--- config.mk ---
export PLATFORM = sky130hd
export DESIGN_NAME = vpm_mode_regs
export DESIGN_NICKNAME = d
export VERILOG_FILES = /design/src/logic/vpm_pkg.sv /design/src/logic/vpm_mode_regs.sv
export SDC_FILE = /design/constraint.sdc
export NUM_CORES = 1
export LEC_CHECK = 0
export BUFFER_PORTS_ARGS = -buffer_cell sky130_fd_sc_hd__buf_4
export CELL_PAD_IN_SITES_DETAIL_PLACEMENT = 1
export CELL_PAD_IN_SITES_GLOBAL_PLACEMENT = 2
export CORE_MARGIN = 5
export CORE_UTILIZATION = 30
export CTS_CLUSTER_SIZE = 40
export DETAILED_ROUTE_END_ITERATION = 10
export PLACE_DENSITY_LB_ADDON = 0.12
export SYNTH_ARGS = -nofsm -noshare
export SYNTH_HDL_FRONTEND = slang
export SYNTH_SLANG_ARGS = --single-unit
export TNS_END_PERCENT = 10
--- constraint.sdc ---
create_clock -name mclk_in -period 4.1 [get_ports mclk_in]
set_input_delay 1.025 -clock mclk_in [delete_from_list [all_inputs] [get_ports mclk_in]]
set_output_delay 1.025 -clock mclk_in [all_outputs]
set_load 0.01 [all_outputs]
--- src/logic/vpm_pkg.sv ---
// Constants, register map and carrier types for the voice processor mode control bank.
// Assumes one 100 MHz clock and an APB master with 32-bit data.
// Function
// - low power-down pin clears all state, power-down bit all control registers but itself; then initial mode follows.
// - soft reset bit or low reset pin clears canceler coefficients, keeps registers, mutes.
// - bit-triggered power-down loads pin-reset values into all four registers except the power-down bit.
// - line codec disable (bit OR pin) powers codec down, floats output, idles input.
// - clock output disable floats sync and bit clock only in internal clock mode.
// - line port disable floats line serial output and idles line serial input.
// - message port disable floats message serial output and idles its input.
// - port enables, mode bits, memory strobe change only in power-down or initial mode.
// - initial mode is entered about 200 ms after power-down release.
// - initial mode floats line and message serial outputs, idles their inputs, keeps both cancelers inactive.
// - host-select high skips initial mode; valid mode leaves it; only power-down returns.
// - mode code 10 is dual canceler, 11 is single acoustic canceler, others reserved.
// - dual mode default echo delays are 44 ms acoustic and 15 ms line.
// - effective mode bits are register bits ORed with host-select and canceler-select pins.
// - memory strobe writes held data to held address, only in initial mode.
// - pad bit OR pin at 0 bypasses attenuators and amplifiers, at 1 applies them.
// - noise bypass bit OR pin at 0 runs noise canceler, at 1 passes data through.
// - leaving noise bypass causes about 20 ms of data dropout.
// - receive gain code decodes as signed 3 dB steps with a dedicated mute code.
// - transmit gain code uses the same step encoding and mute code.
package vpm_pkg;

   // register indices; byte address is four times the index
   localparam logic [1:0]  IDX_MODE     = 2'h0;
   localparam logic [1:0]  IDX_BYPASS   = 2'h1;
   localparam logic [1:0]  IDX_RX_LEVEL = 2'h2;
   localparam logic [1:0]  IDX_TX_LEVEL = 2'h3;

   localparam logic [7:0]  RST_MODE     = 8'h00;
   localparam logic [7:0]  RST_BYPASS   = 8'h00;
   localparam logic [7:0]  RST_RX_LEVEL = 8'h00;
   localparam logic [7:0]  RST_TX_LEVEL = 8'h00;

   // basic_mode_control fields
   localparam int          B_PWR_DOWN   = 7;
   localparam int          B_SOFT_RST   = 6;
   localparam int          B_LINE_DIS   = 5;
   localparam int          B_CLK_DIS    = 4;
   localparam int          B_LPORT_DIS  = 3;
   localparam int          B_MPORT_DIS  = 2;
   localparam int          B_MODE_HI    = 1;
   localparam int          B_MODE_LO    = 0;
   localparam logic [7:0]  MODE_LOCKED  = 8'h3f;

   // memory_write_and_bypass_control fields
   localparam int          B_MEM_WR     = 7;
   localparam int          B_PAD        = 2;
   localparam int          B_SLOPE      = 1;
   localparam int          B_NOISE      = 0;
   localparam logic [7:0]  BYPASS_USED  = 8'h07;

   localparam logic [7:0]  GAIN_USED    = 8'h3f;
   localparam logic [5:0]  GAIN_MUTE    = 6'h2b;

   localparam logic [1:0]  OPM_INIT     = 2'h0;
   localparam logic [1:0]  OPM_DUAL     = 2'h2;
   localparam logic [1:0]  OPM_SINGLE   = 2'h3;

   localparam logic [7:0]  DUAL_ACOUSTIC_DELAY_MS = 8'h2c;
   localparam logic [7:0]  DUAL_LINE_DELAY_MS     = 8'h0f;

   localparam int          CLK_KHZ      = 100000;
   localparam int          WAKE_MS      = 200;
   localparam int          DROPOUT_MS   = 20;
   localparam int          WAKE_CYCLES  = WAKE_MS * CLK_KHZ;
   localparam int          DROP_CYCLES  = DROPOUT_MS * CLK_KHZ;

   typedef struct packed {
      logic        psel;
      logic        penable;
      logic        pwrite;
      logic [11:0] paddr;
      logic [31:0] pwdata;
   } vpm_apb_req_t;

   typedef struct packed {
      logic              mute;
      logic signed [7:0] gain_db;
   } vpm_gain_t;

   typedef enum logic [1:0] {
      ST_PWRDN = 2'b00,
      ST_WAKE  = 2'b01,
      ST_INIT  = 2'b10,
      ST_RUN   = 2'b11
   } vpm_state_t;

endpackage

--- src/logic/vpm_mode_regs.sv ---
// Control register bank and operating mode sequencer of the voice processor.
// Assumes synchronous pins, an APB master on mclk_in, and memory address/data held elsewhere.
//
// The placing of the registers and the APB register port were chosen for this implementation.
`timescale 1ns/1ns
module vpm_mode_regs
#(
   parameter int WAKE_CYCLES_P = vpm_pkg::WAKE_CYCLES,
   parameter int DROP_CYCLES_P = vpm_pkg::DROP_CYCLES
)
(
   input  wire logic                 mclk_in,
   input  wire logic                 rst_n_in,
   input  wire logic                 ce_in,
   input  wire vpm_pkg::vpm_apb_req_t apb_in,
   output logic [31:0]               prdata_out,
   output logic                      pready_out,
   output logic                      pslverr_out,
   input  wire logic                 power_down_reset_n_in,
   input  wire logic                 soft_reset_n_in,
   input  wire logic                 line_codec_disable_in,
   input  wire logic                 clock_source_select_in,
   input  wire logic                 host_select_in,
   input  wire logic                 canceler_select_in,
   input  wire logic                 pad_bypass_in,
   input  wire logic                 slope_bypass_in,
   input  wire logic                 noise_bypass_in,
   input  wire logic [15:0]          mem_addr_in,
   input  wire logic [15:0]          mem_data_in,
   output logic                      mem_wr_out,
   output logic [15:0]               mem_addr_out,
   output logic [15:0]               mem_data_out,
   output logic                      power_down_out,
   output logic                      initial_mode_out,
   output logic                      dual_mode_out,
   output logic                      single_mode_out,
   output logic [7:0]                acoustic_delay_ms_out,
   output logic [7:0]                line_delay_ms_out,
   output logic                      canceler_clear_out,
   output logic                      audio_mute_out,
   output logic                      echo_canceler_run_out,
   output logic                      noise_canceler_run_out,
   output logic                      noise_through_out,
   output logic                      noise_dropout_out,
   output logic                      line_codec_power_out,
   output logic                      line_codec_out_oe_out,
   output logic                      line_codec_in_idle_out,
   output logic                      clock_out_oe_out,
   output logic                      line_serial_out_oe_out,
   output logic                      line_serial_in_idle_out,
   output logic                      message_serial_out_oe_out,
   output logic                      message_serial_in_idle_out,
   output logic                      pads_apply_out,
   output logic                      slope_through_out,
   output vpm_pkg::vpm_gain_t        rx_gain_out,
   output vpm_pkg::vpm_gain_t        tx_gain_out
);
   import vpm_pkg::*;

   vpm_state_t  state_ff;
   vpm_state_t  nxt_state;
   logic [7:0]  mode_ff;
   logic [7:0]  bypass_ff;
   logic [7:0]  rx_level_ff;
   logic [7:0]  tx_level_ff;
   logic [31:0] wake_cnt_ff;
   logic [31:0] drop_cnt_ff;
   logic        noise_eff_prev_ff;
   logic [31:0] prdata_ff;
   logic        mem_wr_ff;
   logic [15:0] mem_addr_ff;
   logic [15:0] mem_data_ff;
   vpm_gain_t   gain_ff [2];
   logic [5:0]  gain_code [2];

   logic        pin_pd;
   logic        pd_req;
   logic        soft_rst;
   logic        in_run;
   logic        locked_open;
   logic        mapped;
   logic        wr_acc;
   logic [1:0]  idx;
   logic [1:0]  eff_mode;
   logic        noise_eff;
   logic        line_dis_eff;
   logic [31:0] rd_mux;

   // power-down from the pin reaches every bit, the bit itself keeps only itself
   assign pin_pd   = !power_down_reset_n_in;
   assign pd_req   = mode_ff[B_PWR_DOWN] | pin_pd;
   assign soft_rst = mode_ff[B_SOFT_RST] | !soft_reset_n_in;
   assign in_run   = (state_ff == ST_RUN);
   assign eff_mode = {mode_ff[B_MODE_HI] | host_select_in,
                      mode_ff[B_MODE_LO] | canceler_select_in};
   assign noise_eff    = bypass_ff[B_NOISE] | noise_bypass_in;
   assign line_dis_eff = mode_ff[B_LINE_DIS] | line_codec_disable_in;
   // locked fields are writable only while powered down by the bit or in initial mode
   assign locked_open  = (state_ff == ST_PWRDN) || (state_ff == ST_INIT);

   // apb decode: four aligned words at the bottom of the window
   assign idx     = apb_in.paddr[3:2];
   assign mapped  = (apb_in.paddr[11:4] == 8'h00) && (apb_in.paddr[1:0] == 2'h0);
   assign wr_acc  = apb_in.psel && apb_in.penable && apb_in.pwrite && mapped && ce_in;

   always_comb
   begin
      rd_mux = 32'h0000_0000;
      case (idx)
         IDX_MODE:     rd_mux = {24'h00_0000, mode_ff};
         IDX_BYPASS:   rd_mux = {24'h00_0000, bypass_ff & BYPASS_USED};
         IDX_RX_LEVEL: rd_mux = {24'h00_0000, rx_level_ff & GAIN_USED};
         IDX_TX_LEVEL: rd_mux = {24'h00_0000, tx_level_ff & GAIN_USED};
         default:      rd_mux = 32'h0000_0000;
      endcase
      if (!mapped)
      begin
         rd_mux = 32'h0000_0000;
      end
   end

   // read data is captured in the setup phase so it stands through the access phase
   always_ff @(posedge mclk_in)
   begin
      if (!rst_n_in)
      begin
         prdata_ff <= 32'h0000_0000;
      end
      else if (ce_in && apb_in.psel && !apb_in.penable)
      begin
         prdata_ff <= rd_mux;
      end
   end

   assign prdata_out  = prdata_ff;
   assign pready_out  = 1'b1;
   assign pslverr_out = apb_in.psel && apb_in.penable && !mapped;

   // basic_mode_control
   always_ff @(posedge mclk_in)
   begin
      if (!rst_n_in || pin_pd)
      begin
         mode_ff <= RST_MODE;
      end
      else if (ce_in)
      begin
         if (mode_ff[B_PWR_DOWN] && state_ff != ST_PWRDN)
         begin
            // entry into bit power-down: initial values everywhere except the bit
            mode_ff <= RST_MODE | (8'h01 << B_PWR_DOWN);
         end
         else if (wr_acc && idx == IDX_MODE)
         begin
            mode_ff[B_PWR_DOWN] <= apb_in.pwdata[B_PWR_DOWN];
            mode_ff[B_SOFT_RST] <= apb_in.pwdata[B_SOFT_RST];
            if (locked_open)
            begin
               mode_ff[5:0] <= apb_in.pwdata[5:0] & MODE_LOCKED[5:0];
            end
         end
      end
   end

   // memory_write_and_bypass_control; the strobe bit never stores, it fires a pulse
   always_ff @(posedge mclk_in)
   begin
      if (!rst_n_in || pin_pd)
      begin
         bypass_ff <= RST_BYPASS;
      end
      else if (ce_in)
      begin
         if (mode_ff[B_PWR_DOWN] && state_ff != ST_PWRDN)
         begin
            bypass_ff <= RST_BYPASS;
         end
         else if (wr_acc && idx == IDX_BYPASS)
         begin
            bypass_ff <= apb_in.pwdata[7:0] & BYPASS_USED;
         end
      end
   end

   // level registers
   always_ff @(posedge mclk_in)
   begin
      if (!rst_n_in || pin_pd)
      begin
         rx_level_ff <= RST_RX_LEVEL;
         tx_level_ff <= RST_TX_LEVEL;
      end
      else if (ce_in)
      begin
         if (mode_ff[B_PWR_DOWN] && state_ff != ST_PWRDN)
         begin
            rx_level_ff <= RST_RX_LEVEL;
            tx_level_ff <= RST_TX_LEVEL;
         end
         else if (wr_acc && idx == IDX_RX_LEVEL)
         begin
            rx_level_ff <= apb_in.pwdata[7:0] & GAIN_USED;
         end
         else if (wr_acc && idx == IDX_TX_LEVEL)
         begin
            tx_level_ff <= apb_in.pwdata[7:0] & GAIN_USED;
         end
      end
   end

   // memory write strobe: one pulse carrying the address and data held at the write
   always_ff @(posedge mclk_in)
   begin
      if (!rst_n_in || pin_pd)
      begin
         mem_wr_ff   <= 1'b0;
         mem_addr_ff <= 16'h0000;
         mem_data_ff <= 16'h0000;
      end
      else if (ce_in)
      begin
         mem_wr_ff <= wr_acc && (idx == IDX_BYPASS) && apb_in.pwdata[B_MEM_WR]
                      && (state_ff == ST_INIT);
         if (wr_acc && (idx == IDX_BYPASS) && apb_in.pwdata[B_MEM_WR] && (state_ff == ST_INIT))
         begin
            mem_addr_ff <= mem_addr_in;
            mem_data_ff <= mem_data_in;
         end
      end
   end

   assign mem_wr_out   = mem_wr_ff;
   assign mem_addr_out = mem_addr_ff;
   assign mem_data_out = mem_data_ff;

   // mode sequencer
   always_comb
   begin
      nxt_state = state_ff;
      case (state_ff)
         ST_PWRDN:
         begin
            if (!pd_req)
            begin
               nxt_state = ST_WAKE;
            end
         end
         ST_WAKE:
         begin
            if (pd_req)
            begin
               nxt_state = ST_PWRDN;
            end
            else if (wake_cnt_ff >= 32'(WAKE_CYCLES_P - 1))
            begin
               nxt_state = host_select_in ? ST_RUN : ST_INIT;
            end
         end
         ST_INIT:
         begin
            if (pd_req)
            begin
               nxt_state = ST_PWRDN;
            end
            else if (eff_mode == OPM_DUAL || eff_mode == OPM_SINGLE)
            begin
               nxt_state = ST_RUN;
            end
         end
         ST_RUN:
         begin
            // no path back to the initial mode except through power-down
            if (pd_req)
            begin
               nxt_state = ST_PWRDN;
            end
         end
         default:
         begin
            nxt_state = ST_PWRDN;
         end
      endcase
   end

   always_ff @(posedge mclk_in)
   begin
      if (!rst_n_in || pin_pd)
      begin
         state_ff <= ST_PWRDN;
      end
      else if (ce_in)
      begin
         state_ff <= nxt_state;
      end
   end

   always_ff @(posedge mclk_in)
   begin
      if (!rst_n_in || pin_pd)
      begin
         wake_cnt_ff <= 32'h0000_0000;
      end
      else if (ce_in)
      begin
         if (state_ff == ST_WAKE)
         begin
            wake_cnt_ff <= wake_cnt_ff + 32'h0000_0001;
         end
         else
         begin
            wake_cnt_ff <= 32'h0000_0000;
         end
      end
   end

   // noise canceler dropout after bypass is removed; counted in every state except power-down
   always_ff @(posedge mclk_in)
   begin
      if (!rst_n_in || pin_pd)
      begin
         noise_eff_prev_ff <= 1'b0;
         drop_cnt_ff       <= 32'h0000_0000;
      end
      else if (ce_in)
      begin
         noise_eff_prev_ff <= noise_eff;
         if (state_ff == ST_PWRDN)
         begin
            drop_cnt_ff <= 32'h0000_0000;
         end
         else if (noise_eff_prev_ff && !noise_eff)
         begin
            drop_cnt_ff <= 32'(DROP_CYCLES_P);
         end
         else if (drop_cnt_ff != 32'h0000_0000)
         begin
            drop_cnt_ff <= drop_cnt_ff - 32'h0000_0001;
         end
      end
   end

   // gain decode, identical for both directions
   assign gain_code[0] = rx_level_ff[5:0];
   assign gain_code[1] = tx_level_ff[5:0];

   for (genvar g = 0; g < 2; g++)
   begin : g_gain
      logic signed [7:0] ext;
      assign ext = {{2{gain_code[g][5]}}, gain_code[g]};
      always_ff @(posedge mclk_in)
      begin
         if (!rst_n_in || pin_pd)
         begin
            gain_ff[g] <= '0;
         end
         else if (ce_in)
         begin
            gain_ff[g].mute    <= (gain_code[g] == GAIN_MUTE);
            gain_ff[g].gain_db <= (gain_code[g] == GAIN_MUTE) ? 8'sh00 : ext + ext + ext;
         end
      end
   end

   assign rx_gain_out = gain_ff[0];
   assign tx_gain_out = gain_ff[1];

   // status and path controls
   assign power_down_out    = (state_ff == ST_PWRDN);
   assign initial_mode_out  = (state_ff == ST_INIT);
   assign dual_mode_out     = in_run && (eff_mode == OPM_DUAL);
   assign single_mode_out   = in_run && (eff_mode == OPM_SINGLE);
   assign acoustic_delay_ms_out = dual_mode_out ? DUAL_ACOUSTIC_DELAY_MS : 8'h00;
   assign line_delay_ms_out     = dual_mode_out ? DUAL_LINE_DELAY_MS : 8'h00;
   assign canceler_clear_out    = soft_rst && !power_down_out;
   assign noise_dropout_out     = (drop_cnt_ff != 32'h0000_0000);
   // silence while coefficients clear, during dropout and outside the run modes
   assign audio_mute_out    = soft_rst || noise_dropout_out || !in_run;
   assign echo_canceler_run_out  = (dual_mode_out || single_mode_out) && !soft_rst;
   assign noise_canceler_run_out = in_run && !soft_rst && !noise_eff
                                   && !noise_dropout_out;
   assign noise_through_out = noise_eff;

   assign line_codec_power_out   = !power_down_out && !line_dis_eff;
   assign line_codec_out_oe_out  = line_codec_power_out;
   assign line_codec_in_idle_out = !line_codec_power_out;
   // in external clock mode the clock pins are inputs, so the bit does nothing there
   assign clock_out_oe_out  = !clock_source_select_in && !power_down_out
                              && !mode_ff[B_CLK_DIS];
   assign line_serial_out_oe_out     = in_run && !mode_ff[B_LPORT_DIS];
   assign line_serial_in_idle_out    = !line_serial_out_oe_out;
   assign message_serial_out_oe_out  = in_run && !mode_ff[B_MPORT_DIS];
   assign message_serial_in_idle_out = !message_serial_out_oe_out;
   assign pads_apply_out    = bypass_ff[B_PAD] | pad_bypass_in;
   assign slope_through_out = bypass_ff[B_SLOPE] | slope_bypass_in;

endmodule

; ---- Word-level counts from Yosys, hierarchy flattened
; Memory sizes are Yosys's and may differ from the RTL's.
; Cells that the tools add are included.
[word_totals]
in_bits = 91
output_inout_bits = 121
n_memories = 1
wordCells = 157
ff_bits = 155
ramBits = 18
[classes]
n_mux = 37
bitwise_logic = 12
eq_ne = 15
magnitude_cmp = 1
n_addsub = 6
reduce_logical = 72
[memory_table]
columns = name, depth, width, rd, rd_clocked_by_memory_dff, write_ports, line
row1 = gain_ff, 2, 9, 2, 0, 2, vpm_mode_regs.sv:73  ; vpm_gain_t gain_ff [2];
[op_table]
columns = cell, count
row1 = $mux W32, 5
row2 = $pmux W32 S4, 1
row3 = $mux W8, 6
row4 = $mux W6, 7
row5 = $add A32 B1 Y32 const B, 1
row6 = $ge A32 B25 Y1 const B, 1
row7 = $reduce_bool A32 Y1, 1
row8 = $sub A32 B1 Y32 const B, 1
row9 = $logic_and A1 B1 Y1, 28
row10 = $logic_not A1 Y1, 18
row11 = $add A7 B6 Y8, 2
row12 = $add A6 B6 Y7, 2
row13 = $eq A2 B2 Y1 const B, 6
row14 = $eq A6 B6 Y1 const B, 2
row15 = $mux W2, 6
row16 = $or A1 B1 Y1, 12
row17 = $reduce_bool A2 Y1, 6
row18 = $reduce_and A2 Y1, 5
row19 = $logic_not A8 Y1, 1
row20 = $mux W1, 8
row21 = $pmux W2 S4, 1
row22 = $logic_not A2 Y1, 3
row23 = $logic_or A1 B1 Y1, 6
row24 = $mux W3, 2
row25 = other kinds (8), 12

; ---- Logic depth before layout (Yosys ltp)
[logic_depth]
depth_word = 8
mapped_depth = 10
ltp_nobuf = 8

; ---- Worst setup path after synthesis
; No wires, ideal clock.
[synth_path]
path_kind = register -> output
from = register drop_cnt_ff[4]
to = output port noise_canceler_run_out
stages_incl_launch_ff = 6
path_slack_ns = 0.845
arrival_time_ns = 2.230
path_buffers = 0
path_cell_list = dfxtp_1 > nor4_1 > nand3_1 > or3_1 > or4_1 > nor2_1
[synth_via]
elab_chain_cells = 3
[synth_lines]
columns = element, line
row1 = start: declaration, vpm_mode_regs.sv:67  ; logic [31:0] drop_cnt_ff;
row2 = start signal: assignment, vpm_mode_regs.sv:333  ; drop_cnt_ff <= 32'(DROP_CYCLES_P);
row3 = start signal: assignment, vpm_mode_regs.sv:337  ; drop_cnt_ff <= drop_cnt_ff - 32'h0000_0001;
row4 = $reduce_bool A32 Y1, vpm_mode_regs.sv:375  ; assign noise_dropout_out = (drop_cnt_ff != 32'h0000_0000);
row5 = named net noise_dropout_out, vpm_mode_regs.sv:44  ; output logic noise_dropout_out,
row6 = $logic_not A1 Y1, vpm_mode_regs.sv:380  ; && !noise_dropout_out;
row7 = $logic_and A1 B1 Y1, vpm_mode_regs.sv:380
row8 = end: declaration, vpm_mode_regs.sv:42  ; output logic noise_canceler_run_out,
; The timed path passes the listed nets, and every way through them passes these cells.

; ---- Final worst setup path
[layout_path]
from = register drop_cnt_ff[0]
to = output port noise_canceler_run_out
[layout_via]
elab_chain_cells = 3
[layout_lines]
columns = element, line
row1 = $reduce_bool A32 Y1, vpm_mode_regs.sv:375
row2 = $logic_not A1 Y1, vpm_mode_regs.sv:380
row3 = $logic_and A1 B1 Y1, vpm_mode_regs.sv:380
; Every way passes these cells.

==> metrics <==
first-pass GRT wire length 34,500 um; overall power after layout 0.00362 W; post-route fraction of the period consumed by the critical path 89.3%; beginning of the worst register-to-register path drop_cnt_ff[0]; net switching component of the power 0.000946 W; All-Layer GR Usage 15.9%; portion of the post-synthesis area used by sequential elements 43.6%; Synth Instances 850; count of boundary I/O pins 212; starting density of the core 30.2%; maximum number of pins on one net before global-route repair 45; max-slew violation total from the final report 0; relative contribution of the clock network to total power 46.4%; post-layout worst setup margin 0.440 ns; start-to-end type of the worst setup path register to primary output; kind of start point of the critical path register; routed wire length 21,600 um; Slew Limit Headroom 44.1%; number of endpoints failing setup at the final stage 0; worst setup slack for register-to-register paths 1.45 ns; total negative setup slack 0 ns; kind of path behind the tightest hold check register to register; internal power consumption 0.00268 W; Finished Cell Area 0.00923 mm^2; number of clock buffers inserted by TritonCTS 17; dominant synthesized flop cell sky130_fd_sc_hd__dfxtp_1; area of the mapped netlist 0.00725 mm^2; DRC violations left 0; final count of hold timing violations 0; antenna violations before repair 0; violation count after the first detailed-routing iteration 271; clock period minus final worst setup slack 3.66 ns; fraction of layout instances using a drive strength above 1 22.1%; Pleak 3.66 nW; Crit. End Element primary output; ordered cell list for the critical path inv_1, ha_1, nor4b_1, nand4_1, or3_1, or4_1, nor2_1, buf_4; number of optimization iterations in the first detailed-route pass 6; share of total power consumed by net switching 26.1%; warnings from Yosys 0; number of vias after detailed routing 6,336; clock-pin slew reported for the worst setup and hold paths after clock tree synthesis 0.06 ns; number of nets in the finished design 1,103; share of synthesized flip-flops with an asynchronous set or reset 0%; largest area contributor in the netlist sky130_fd_sc_hd__dfxtp_1; crit path max-delay cell type sky130_fd_sc_hd__or4_1; result of the run complete, no violations; Place WS 0.588 ns; count of nets left with antenna violations after detail routing 0; grt total ovfl 0; core occupancy in the finished layout 38.4%; Die X-Extent 165 um; H-tree level count 4; worst setup skew after layout 0.0119 ns; average wire per standard cell 16.3 um; maximum frequency from static timing analysis 0.273 GHz; relative contribution of combinational cells to total power 11.7%; Core Footprint 0.0240 mm^2; setup repair after global routing missed its margin no; Power per Cell Area 392 mW/mm^2; Post-DP HPWL 15,800 um; Max Buffers Root-to-Sink 2; reg2reg path depth 8; Placement Rows 57; vias per std cell 4.76; CTS resizes 0; Cells on Worst Hold Path 2; number of global-route vias before repair 6,414; Worst-Margin Slew 0.832 ns; height of the die 165 um; number of synthesized flops with an enable pin 18; RePlAce Congestion 0.726; IR Drop Worst-Case VDD 0.000186 V; Skew-Pair Late Insertion Delay 0.43 ns; Synth area leaders sky130_fd_sc_hd__dfxtp_1 36%, sky130_fd_sc_hd__edfxtp_1 7.5%, sky130_fd_sc_hd__nand2_1 6.3%; Buffers on Ports 153; placed standard-cell area 0.00861 mm^2; # Max-Cap Violations 0; area share of the largest cell type after synthesis 36.2%; TritonCTS clock tree yes; overall die area 0.0274 mm^2; Hold EP mem_data_out[3]; cell at the root of the clock tree sky130_fd_sc_hd__clkbuf_16; antenna diode count 0; biggest fanout along the worst timing path 5; Reg2Reg Capture Point drop_cnt_ff[26]; sequential cell fraction of total power 41.9%; clock net sink count 149; synthesis-to-finish area growth 27.3%; startpoint of the tightest hold check path mem_data_out[3]; synthesized flop and latch total 149; Yosys cell types 59; mean cell area of the mapped netlist 8.53 um^2; arrival time worst endpoint 2.63 ns; hold buffers post-CTS 0; number of setup buffers added after CTS 0; largest incremental delay on the critical path 0.52 ns; data required time of the critical path 3.07 ns
per-layer routing:
layer / vias up / track usage [%] / wire, um
met3: 18 / 3.55 / 1040
met2: 120 / 25.0 / 9810
met5: - / 0 / 0
met1: 3026 / 22.0 / 10500
met4: 0 / 4.57 / 276
li1: 3172 / - / -
cell type report:
cell class / instances / area, um^2
flip-flops and latches: 149 / 3160
fillers: 2903 / 14800
repair buffers: 171 / 1280
well taps: 324 / 405
inverters: 22 / 82.6
clock buffers: 20 / 457
multi-input cells: 632 / 3680
clock inverters: 12 / 165
power groups by stage:
stage / clock [W] / sequential, W / combinational, W
2_1_floorplan: 0 / 0.00155 / 0.000283
3_3_place_gp: 0 / 0.00155 / 0.000425
3_5_place_dp: 0 / 0.00155 / 0.000424
4_1_cts: 0.00173 / 0.00152 / 0.000428
5_1_grt: 0.00180 / 0.00152 / 0.000476
6_report: 0.00168 / 0.00152 / 0.000423
synthesized netlist by cell type, types with 6 or more instances:
| cell | count |
|---|---|
| sky130_fd_sc_hd__nand2b_1 | 8 |
| sky130_fd_sc_hd__and2_1 | 10 |
| sky130_fd_sc_hd__inv_1 | 22 |
| sky130_fd_sc_hd__nor3_1 | 24 |
| sky130_fd_sc_hd__clkbuf_1 | 31 |
| sky130_fd_sc_hd__nand3_1 | 38 |
| sky130_fd_sc_hd__xnor2_1 | 13 |
| sky130_fd_sc_hd__a21oi_1 | 63 |
| sky130_fd_sc_hd__dfxtp_1 | 131 |
| sky130_fd_sc_hd__nand4_1 | 23 |
| sky130_fd_sc_hd__nor4_1 | 6 |
| sky130_fd_sc_hd__a21boi_0 | 8 |
| sky130_fd_sc_hd__edfxtp_1 | 18 |
| sky130_fd_sc_hd__xor2_1 | 36 |
| sky130_fd_sc_hd__a32o_1 | 7 |
| sky130_fd_sc_hd__or3_1 | 16 |
| sky130_fd_sc_hd__ha_1 | 17 |
| sky130_fd_sc_hd__and3_1 | 8 |
| sky130_fd_sc_hd__buf_4 | 42 |
| sky130_fd_sc_hd__o21ai_0 | 25 |
| sky130_fd_sc_hd__nand2_1 | 122 |
| sky130_fd_sc_hd__nor2_1 | 92 |
| sky130_fd_sc_hd__or2_2 | 8 |
| sky130_fd_sc_hd__a22o_1 | 12 |
worst max-delay path by stage:
stage | from | end | slack, ns
final | drop_cnt_ff[0] | noise_canceler_run_out | 0.44
after global routing | drop_cnt_ff[0] | noise_canceler_run_out | 0.24
after CTS | drop_cnt_ff[0] | noise_canceler_run_out | 0.37
after detailed placement | apb_in[41] | mode_ff[3] | 0.59
after global placement | apb_in[41] | mode_ff[3] | 0.58
after floorplan | drop_cnt_ff[4] | noise_canceler_run_out | 0.84
cells in the final DEF, fill, tap and decap left out, types with 8 or more instances in the layout:
cell	instances
sky130_fd_sc_hd__buf_4	171
sky130_fd_sc_hd__dfxtp_1	131
sky130_fd_sc_hd__nand2_1	121
sky130_fd_sc_hd__nor2_1	92
sky130_fd_sc_hd__a21oi_1	63
sky130_fd_sc_hd__nand3_1	38
sky130_fd_sc_hd__xor2_1	36
sky130_fd_sc_hd__conb_1	34
sky130_fd_sc_hd__o21ai_0	25
sky130_fd_sc_hd__nor3_1	23
sky130_fd_sc_hd__nand4_1	23
sky130_fd_sc_hd__inv_1	22
sky130_fd_sc_hd__edfxtp_1	18
sky130_fd_sc_hd__ha_1	17
sky130_fd_sc_hd__clkbuf_16	17
sky130_fd_sc_hd__or3_1	16
sky130_fd_sc_hd__xnor2_1	13
sky130_fd_sc_hd__a22o_1	12
sky130_fd_sc_hd__and2_1	10
sky130_fd_sc_hd__or2_2	8
sky130_fd_sc_hd__nand2b_1	8
sky130_fd_sc_hd__a21boi_0	8
sky130_fd_sc_hd__and3_1	8
worst max-delay path: cells and delay by family, from the launching register on:
kind,cells,cell delay (ns)
adder cells (fa/ha/maj),1,0.14
AND/OR/NAND/NOR,5,1.52
buffers and inverters,2,0.21
flip-flops,1,0.34
flip-flops by register name (all words and copies together), names as in the netlist:
| register | cells |
|---|---|
| bypass_ff | 3 |
| drop_cnt_ff | 32 |
| gain_ff | 18 |
| mem_addr_out | 16 |
| mem_data_out | 16 |
| mem_wr_out | 1 |
| mode_ff | 8 |
| noise_eff_prev_ff | 1 |
| prdata_out | 8 |
| rx_level_ff | 6 |
| state_ff | 2 |
| tx_level_ff | 6 |
| wake_cnt_ff | 32 |
through the flow:
| step | hold WS (ns) | std cells |
|---|---|---|
| after floorplan | 0.442 | 882 |
| after global placement | 0.440 | 1298 |
| after detailed placement | 0.444 | 1298 |
| after CTS | 0.453 | 1330 |
| after global routing | 0.468 | 1330 |
| final | 0.453 | 1330 |
cells by family after synthesis:
kind of cell / share of synthesized area (%)
simple gates: 25.6
flops: 43.6
compound gates: 12.4
buf+inv: 7.45
xor+xnor: 5.92
fa+ha+maj: 3.48
mux: 1.48
other cells: 0.104
Note: power is estimated with default switching activity, not from simulation.
